## src/gain_chop_pkg.sv

```systemverilog
package gain_chop_pkg;

    // ------------------------------------------------------------
    // register indices and byte addresses
    // ------------------------------------------------------------
    localparam logic [29:0] GAIN_IDX = 30'h0000_0004;
    localparam logic [29:0] RSVD_IDX = 30'h0000_0005;
    localparam logic [29:0] CHOP_IDX = 30'h0000_0006;
    localparam logic [31:0] GAIN_ADDR = {GAIN_IDX, 2'b00};
    localparam logic [31:0] RSVD_ADDR = {RSVD_IDX, 2'b00};
    localparam logic [31:0] CHOP_ADDR = {CHOP_IDX, 2'b00};

    // ------------------------------------------------------------
    // field positions
    // ------------------------------------------------------------
    localparam int CH3_GAIN_LSB = 12;
    localparam int CH2_GAIN_LSB = 8;
    localparam int CH1_GAIN_LSB = 4;
    localparam int CH0_GAIN_LSB = 0;
    localparam int GAIN_CODE_W  = 3;
    localparam int GAIN_FIELD_STEP = 4;
    localparam int CHOP_DELAY_LSB  = 9;
    localparam int CHOP_DELAY_W    = 4;
    localparam int CHOP_ENABLE_BIT = 8;
    localparam int NUM_CH = 4;

    // ------------------------------------------------------------
    // values after reset
    // ------------------------------------------------------------
    localparam logic [15:0] GAIN_RESET = 16'h0000;
    localparam logic [15:0] RSVD_RESET = 16'h0000;
    localparam logic [15:0] CHOP_RESET = 16'h0600;
    localparam logic [7:0]  FACTOR_RESET = 8'h01;

    // ------------------------------------------------------------
    // carriers
    // ------------------------------------------------------------
    typedef struct packed {
        logic [2:0] ch3_gain_code;
        logic [2:0] ch2_gain_code;
        logic [2:0] ch1_gain_code;
        logic [2:0] ch0_gain_code;
    } gain_out_t;

    typedef struct packed {
        logic [3:0] chop_delay;
        logic       chop_enable;
    } chop_out_t;

    typedef struct packed {
        logic [15:0]      gain_reg;
        logic [15:0]      rsvd_reg;
        logic [15:0]      chop_reg;
        logic             wr_pend;
        logic [1:0]       wr_sel;
        logic [3:0][7:0]  factor;
        logic [31:0]      hrdata;
        logic             hreadyout;
    } state_t;

endpackage

```

## src/adc_gain_chop_config_regs.sv

```systemverilog
// Contract
// RULE_01 - channel three gain code, bits 14:12, reset zero
// RULE_02 - channel two gain code, bits 10:8, reset zero
// RULE_03 - channel one gain code, bits 6:4, reset zero
// RULE_04 - channel zero bits 2:0; code n means gain 2^n
// RULE_05 - register 05h reserved, resets 0000h, host writes zeros
// RULE_06 - chop register at 06h, resets 0600h, delay upper byte
// RULE_07 - chop register bit 8 enables global chop
// RULE_08 - host writes zero to gain reserved bits
//
// The AHB-Lite slave port was decided locally.
`timescale 1ns/10ps
`default_nettype none

module adc_gain_chop_config_regs (
    input  wire logic                     clk_i,
    input  wire logic                     rstn_i,
    input  wire logic                     hsel_i,
    input  wire logic [31:0]              haddr_i,
    input  wire logic [1:0]               htrans_i,
    input  wire logic                     hwrite_i,
    input  wire logic [2:0]               hsize_i,
    input  wire logic [31:0]              hwdata_i,
    input  wire logic                     hready_i,
    output var  logic [31:0]              hrdata_o,
    output var  logic                     hreadyout_o,
    output var  logic                     hresp_o,
    output var  gain_chop_pkg::gain_out_t gain_o,
    output var  logic [3:0][7:0]          gain_factor_o,
    output var  gain_chop_pkg::chop_out_t chop_o
);
    import gain_chop_pkg::*;

    // ------------------------------------------------------------
    // state
    // ------------------------------------------------------------
    state_t          state_reg;
    state_t          state_next;
    logic            req_valid;
    logic [1:0]      addr_sel;
    logic [15:0]     read_word;
    logic [15:0]     gain_word;
    logic [3:0][2:0] code_next;
    logic [3:0][7:0] factor_next;

    // ------------------------------------------------------------
    // address phase decode
    // ------------------------------------------------------------
    // hsize is not checked: only whole-word transfers are expected
    assign req_valid = hsel_i & htrans_i[1] & hready_i;

    always_comb begin
        if (haddr_i == GAIN_ADDR) begin
            addr_sel = 2'h1;
        end else if (haddr_i == RSVD_ADDR) begin
            addr_sel = 2'h2;
        end else if (haddr_i == CHOP_ADDR) begin
            addr_sel = 2'h3;
        end else begin
            addr_sel = 2'h0;
        end
    end

    // ------------------------------------------------------------
    // per-channel gain factor
    // ------------------------------------------------------------
    // gain word after a pending write, kept apart from state_next
    // so the factor path forms no combinational loop
    always_comb begin
        gain_word = state_reg.gain_reg;
        if (state_reg.wr_pend && state_reg.wr_sel == 2'h1) begin
            gain_word = hwdata_i[15:0];
        end
    end

    genvar ch;
    generate
        for (ch = 0; ch < NUM_CH; ch = ch + 1) begin : g_ch
            assign code_next[ch] =
                gain_word[ch*GAIN_FIELD_STEP +: GAIN_CODE_W];
            // one-hot factor: code n gives 2^n, 1 through 128
            assign factor_next[ch] = FACTOR_RESET << code_next[ch]; // RULE_04
        end
    endgenerate

    // ------------------------------------------------------------
    // next state
    // ------------------------------------------------------------
    always_comb begin
        state_next = state_reg;
        read_word = 16'h0000;
        state_next.hreadyout = 1'b1;
        // data phase of a pending write lands before any read decode,
        // so a read right behind a write sees the new value
        if (state_reg.wr_pend) begin
            case (state_reg.wr_sel)
                2'h1: begin
                    // reserved bits stored as written; host keeps them zero
                    state_next.gain_reg = hwdata_i[15:0]; // RULE_01 RULE_02 RULE_03 RULE_04 RULE_08
                end
                2'h2: begin
                    state_next.rsvd_reg = hwdata_i[15:0]; // RULE_05
                end
                2'h3: begin
                    state_next.chop_reg = hwdata_i[15:0]; // RULE_06 RULE_07
                end
                default: begin
                    state_next.rsvd_reg = state_reg.rsvd_reg;
                end
            endcase
        end
        state_next.factor = factor_next;
        state_next.wr_pend = req_valid & hwrite_i;
        state_next.wr_sel = addr_sel;
        // read mux, unmapped reads return zero
        case (addr_sel)
            2'h1: begin
                read_word = state_next.gain_reg;
            end
            2'h2: begin
                read_word = state_next.rsvd_reg; // RULE_05
            end
            2'h3: begin
                read_word = state_next.chop_reg;
            end
            default: begin
                read_word = 16'h0000;
            end
        endcase
        if (req_valid && !hwrite_i) begin
            state_next.hrdata = {16'h0000, read_word};
        end
    end

    // ------------------------------------------------------------
    // registers
    // ------------------------------------------------------------
    always_ff @(posedge clk_i) begin
        if (!rstn_i) begin
            state_reg.gain_reg  <= GAIN_RESET; // RULE_01 RULE_02 RULE_03
            state_reg.rsvd_reg  <= RSVD_RESET; // RULE_05
            state_reg.chop_reg  <= CHOP_RESET; // RULE_06 RULE_07
            state_reg.wr_pend   <= 1'b0;
            state_reg.wr_sel    <= 2'h0;
            state_reg.factor    <= {NUM_CH{FACTOR_RESET}};
            state_reg.hrdata    <= 32'h0000_0000;
            state_reg.hreadyout <= 1'b1;
        end else begin
            state_reg <= state_next;
        end
    end

    // ------------------------------------------------------------
    // outputs straight from state flops, except hresp_o which is tied low
    // ------------------------------------------------------------
    assign hrdata_o      = state_reg.hrdata;
    assign hreadyout_o   = state_reg.hreadyout;
    // every transfer answers OKAY, unmapped ones included
    assign hresp_o       = 1'b0;
    assign gain_factor_o = state_reg.factor;
    assign gain_o.ch3_gain_code =
        state_reg.gain_reg[CH3_GAIN_LSB +: GAIN_CODE_W]; // RULE_01
    assign gain_o.ch2_gain_code =
        state_reg.gain_reg[CH2_GAIN_LSB +: GAIN_CODE_W]; // RULE_02
    assign gain_o.ch1_gain_code =
        state_reg.gain_reg[CH1_GAIN_LSB +: GAIN_CODE_W]; // RULE_03
    assign gain_o.ch0_gain_code =
        state_reg.gain_reg[CH0_GAIN_LSB +: GAIN_CODE_W]; // RULE_04
    assign chop_o.chop_delay =
        state_reg.chop_reg[CHOP_DELAY_LSB +: CHOP_DELAY_W]; // RULE_06
    assign chop_o.chop_enable =
        state_reg.chop_reg[CHOP_ENABLE_BIT]; // RULE_07

endmodule

`default_nettype wire

```

## config.mk

```make
export PLATFORM = sky130hd
export DESIGN_NAME = adc_gain_chop_config_regs
export DESIGN_NICKNAME = d
export VERILOG_FILES = /design/src/gain_chop_pkg.sv /design/src/adc_gain_chop_config_regs.sv
export SDC_FILE = /design/constraint.sdc
export NUM_CORES = 1
export LEC_CHECK = 0
export BUFFER_PORTS_ARGS = -buffer_cell sky130_fd_sc_hd__buf_4
export CORE_MARGIN = 3
export CORE_UTILIZATION = 54
export CTS_CLUSTER_DIAMETER = 200
export DETAILED_ROUTE_END_ITERATION = 12
export PLACE_DENSITY = 0.86
export SETUP_SLACK_MARGIN = 0.4
export SLEW_MARGIN = 20
export SYNTH_ARGS = -nofsm -noshare
export SYNTH_HDL_FRONTEND = slang
export SYNTH_SLANG_ARGS = --single-unit
```

## constraint.sdc

```tcl
create_clock -name clk_i -period 3.05 [get_ports clk_i]
set_clock_uncertainty 0.2 [all_clocks]
set_input_delay 0.305 -clock clk_i [delete_from_list [all_inputs] [get_ports clk_i]]
set_output_delay 0.305 -clock clk_i [all_outputs]
set_load 0.05 [all_outputs]
```

# After elaboration in Yosys (flattened, before gate mapping)
# Index checks and enable logic that the tools add are counted.
[totals]
reg_bits = 100
inputBits = 74
output_inout_bits = 83
word_cells = 39
[classes]
n_eq_ne = 9
shifts = 4
mux = 9
bitwise = 3
n_reduce_logical = 3
[ops]
columns = ["op", "n"]
rows = [
  ["== test 32 x 5 -> 1 bit, second input constant", 3],
  ["2-to-1 mux 16 bit", 3],
  ["2-to-1 mux 48 bit", 1],
  ["case mux 16 bit (3 select lines)", 1],
  ["left shift 1 x 3 -> 8 bit, first input constant", 4],
  ["2-to-1 mux 15 bit", 1],
  ["== test 2 bit, second input constant", 4],
  ["2-to-1 mux 2 bit", 3],
  ["== test 2 x 1 -> 1 bit, second input constant", 2],
  ["AND 1 bit", 3],
  ["logical AND 1 bit", 2],
  ["zero test 1 bit", 1],
]

# Logic depth before layout (Yosys ltp)
[logic_depth]
depth_word = 6
mapped_depth = 6
mapped_depth_nobuf = 4

# Worst setup path before layout
# No wires, ideal clock.
[synth_path]
kind = "register to register"
startpoint = "reg state_reg[66] in the netlist's numbering"
endpoint = "reg state_reg (netlist bit hrdata_o[1])"
setup_ns = 0.128
t_arrival_ns = 1.323
t_required_ns = 2.722
slack_ns = 1.399
stages_incl_launch_ff = 6
path_buffers = 1
period_less_slack_ns = 1.651
path_cell_list = "dfxtp_1 > nand3b_4 > buf_4 > mux2_2 > a22oi_1 > a22oi_1"
[synth_between]
elab_chain_cells = 4
elab_cells_between_ends = 8
cone_classes = "3 x eq/ne; 5 x mux"
[synth_rtl]
columns = ["element", "line", "text"]
rows = [
  ["start, declared", "adc_gain_chop_config_regs.sv:37", "state_t state_reg;"],
  ["start signal, assigned", "adc_gain_chop_config_regs.sv:149", "state_reg <= state_next;"],
  ["== test 2 bit or == test 2 x 1 -> 1 bit (tied branches)", "adc_gain_chop_config_regs.sv:96", "case (state_reg.wr_sel)"],
  ["2-to-1 mux 16 bit", "adc_gain_chop_config_regs.sv:96", ""],
  ["2-to-1 mux 48 bit *", "adc_gain_chop_config_regs.sv:95", "if (state_reg.wr_pend) begin"],
  ["case mux 16 bit (3 select lines) *", "adc_gain_chop_config_regs.sv:116", "case (addr_sel)"],
]
# Every way passes the cells marked *; elsewhere a longest branch is shown, timed or not.
# A chain may end at the register's enable or synchronous reset.

# Worst setup path in the final report
[layout_path]
startpoint = "reg state_reg[65] in the netlist's numbering"
endpoint = "reg state_reg (netlist bit hrdata_o[11])"
# Same word-level chain as after synthesis.

==> flow_summary_export.csv <==
group,metric,value,unit
clocking,clock_latency,350,ps
global_route,grt_pass1_vias,3270,
place,postPlaceCellArea,4851,sq um
clocking,cts_buffer_depth,2,
timing,finalCritPeriodShare,69.07,%
synthesis,yosys-top-cells-area,"dfxtp_1 (45%), buf_4 (14%), mux2_2 (11%)",
job,max_cap_violations,0,
floorplan,dieArea,9364,sq um
floorplan,fp-row-count,32,
synthesis,postSynthAreaPerCell,9.976,sq um
timing,relSlewSlack,60.97,%
finish,layout.nets,572,
timing,grt_setup_unrepaired,"no",
floorplan,die_h,96.77,microns
hold_path,hold_path.class,"input pin to flip-flop",
synthesis,syn_inst,446,
global_route,grt_start_max_net_pins,40,
setup_path,crit_path_max_incr_delay,550,ps
synthesis,synth_warnings,0,
detailed_routing,vias,3169,
detailed_routing,routedWlPerCell,15.27,microns
place,gp_congestion,0.7827,
setup_path,cp_cell_sequence,"nand3b_2 > mux2_2 > a222oi_1 > o21ai_0",
setup_path,critical_path_arrival,2140,ps
finish,insertedDiodeCount,0,
synthesis,syn_area,4449,sq um
detailed_routing,firstDrtPassIters,4,
timing,tightest_slew,585.4,ps
finish,most-common-layout-cells,"buf_4 (123), dfxtp_1 (99), mux2_2 (42), a22oi_1 (35)",
detailed_routing,vias_per_cell,5.247,
setup_path,cp-end-kind,"flip-flop",
floorplan,num_io_pins,157,
power,power_density,447.7,nW/um^2
synthesis,synth.top_cell.area_share,44.54,%
setup_path,cp-start-kind,"flip-flop",
finish,drive_gt1_share,39.04,%
detailed_routing,dr.max_layer_used,"met4",
global_route,overflow,0,
setup_path,cp_max_fo,16,
timing,tns,0,ps
clocking,cts_max_level,3,
timing,finalHoldViolCount,0,
detailed_routing,drc,0,
finish,utilization,64.62,%
setup_path,slowest_stage,"nand3b_2",
detailed_routing,dr_wl_met3,592,microns
finish,mostFrequentLayoutCell,"buf_4",
timing,max_freq,474.7,MHz
finish,n_fill_cell,639,
detailed_routing,drtAntennaViolNets,0,
synthesis,ys_seq_area_share,44.54,%
finish,stdcell_area,5071,sq um
global_route,antenna_found_initial,0,
detailed_routing,routedLengthMet1,3.791,mm
timing,slew_viol_final,0,
synthesis,synth_top_cell_by_area,"dfxtp_1",
finish,syn_to_final_growth,13.98,%
clocking,clk_pin_slew_worst_paths,90,ps
detailed_routing,drt_iter0_drc,150,
floorplan,start_util,56.70,%
detailed_routing,totalWireLength,9.224,mm
detailed_routing,met2_length,4.681,mm
timing,min_period,2107,ps
synthesis,ys_types,36,
clocking,cts_tree,"built",
global_route,grt_first_pass_wirelength,15.32,mm
clocking,numCtsBuffers,9,
run_status,outcome,"complete, no violations",
synthesis,ys_ff_latch,99,
place,hpwl,6.648,mm
power,ir_drop,0.2732,mV
clocking,clockRootBuffer,"clkbuf_8",
finish,largest_reg_flops,34,
setup_path,critPathKind,"flip-flop to flip-flop",
clocking,post_cts_buffers,0,
timing,setup_viol,0,
clocking,cts.sinks,99,
setup_path,cp.required,3080,ps
floorplan,coreArea,7848,sq um
power,p_leak,2.312,nW
place,portBuffers,118,
floorplan,die_w,96.77,microns
global_route,grt_use_total,19.70,%
Yosys cell counts:
cell       number
a222oi_1        3
a22oi_1        35
a2bb2oi_1       3
and2_1         27
and2_2          3
and4_1          2
and4b_1         1
buf_2           6
buf_4          85
buf_6           2
clkbuf_1        8
conb_1          2
dfxtp_1        99
inv_1           5
mux2_2         42
mux2_4          1
mux2i_1        13
nand2_1        32
nand2b_1        1
nand3_1         1
nand3_2         1
nand3b_2        1
nand3b_4        1
nand4_2         1
nor2_1         33
nor3_1         13
nor3b_1         1
nor4_1          6
nor4_2          1
nor4b_1         1
nor4b_4         1
o21ai_0         3
o22a_1          1
o31ai_1         4
or2_2           6
xnor2_1         1
logic make-up after synthesis:
kind of cell	synth area share [%]
AO/OA/AOI/OAI	8.380
XOR/XNOR	0.1969
buffers and inverters	16.62
flip-flops	44.54
multiplexers	13.89
other	0.1688
AND/OR/NAND/NOR	16.20
area by class of cell:
class	instances	area [sq um]	area share (%)
Sequential cell	99	1982	39.08
Multi-Input combinational cell	257	1799	35.48
Timing Repair Buffer	126	953.4	18.80
Clock buffer	10	127.6	2.517
Tap cell	102	127.6	2.517
Clock inverter	5	62.56	1.234
Inverter	5	18.77	0.3701
power by group:
part	switching [W]	internal (W)	total, W
registers	0.000000344	0.00129	0.00129
logic	0.000103	0.0000590	0.000162
clock network	0.000435	0.000381	0.000816
critical path: cells and delay by family, from the launching register on:
kind            cells  cell delay [ps]
compound gates      2              430
flops               1              350
mux                 1              450
simple gates        1              550
layer usage:
layer | up-vias | global-route usage [%]
li1 | 1529 | -
met1 | 1503 | 22.82
met2 | 120 | 34.71
met3 | 17 | 4.398
met4 | 0 | 8.531
met5 | - | 0
final timing paths:
path,from,endpoint,slack [ps],depth (start not counted)
setup / recovery,state_reg[65]$_SDFF_PN0_,hrdata_o[11]$_SDFFE_PN0P_,940,4
hold reg to reg,hrdata_o[11]$_SDFFE_PN0P_,hrdata_o[11]$_SDFFE_PN0P_,290,2
setup reg to reg,state_reg[65]$_SDFF_PN0_,hrdata_o[11]$_SDFFE_PN0P_,940,4
hold / removal,hwdata_i[15],state_reg[115]$_SDFF_PN0_,40,3
timing repair:
action | CTS | global route
hold buffers | 3 | 0
gates resized for setup | 0 | 0
hold endpoints to repair | 2 | 0
through the flow:
step / setup WS (ps) / hold slack (ps) / instances / total power [W]
final: 943.3 / 35.58 / 604 / 0.002270
after global routing: 723.5 / 57.39 / 604 / 0.002342
after CTS: 922.0 / 28.76 / 604 / 0.002277
after detailed placement: 926.3 / 258.7 / 586 / 0.001481
after global placement: 977.8 / 243.8 / 586 / 0.001478
after floorplan: 1399 / 226.3 / 462 / 0.001422
(Power assumes the default switching activity.)
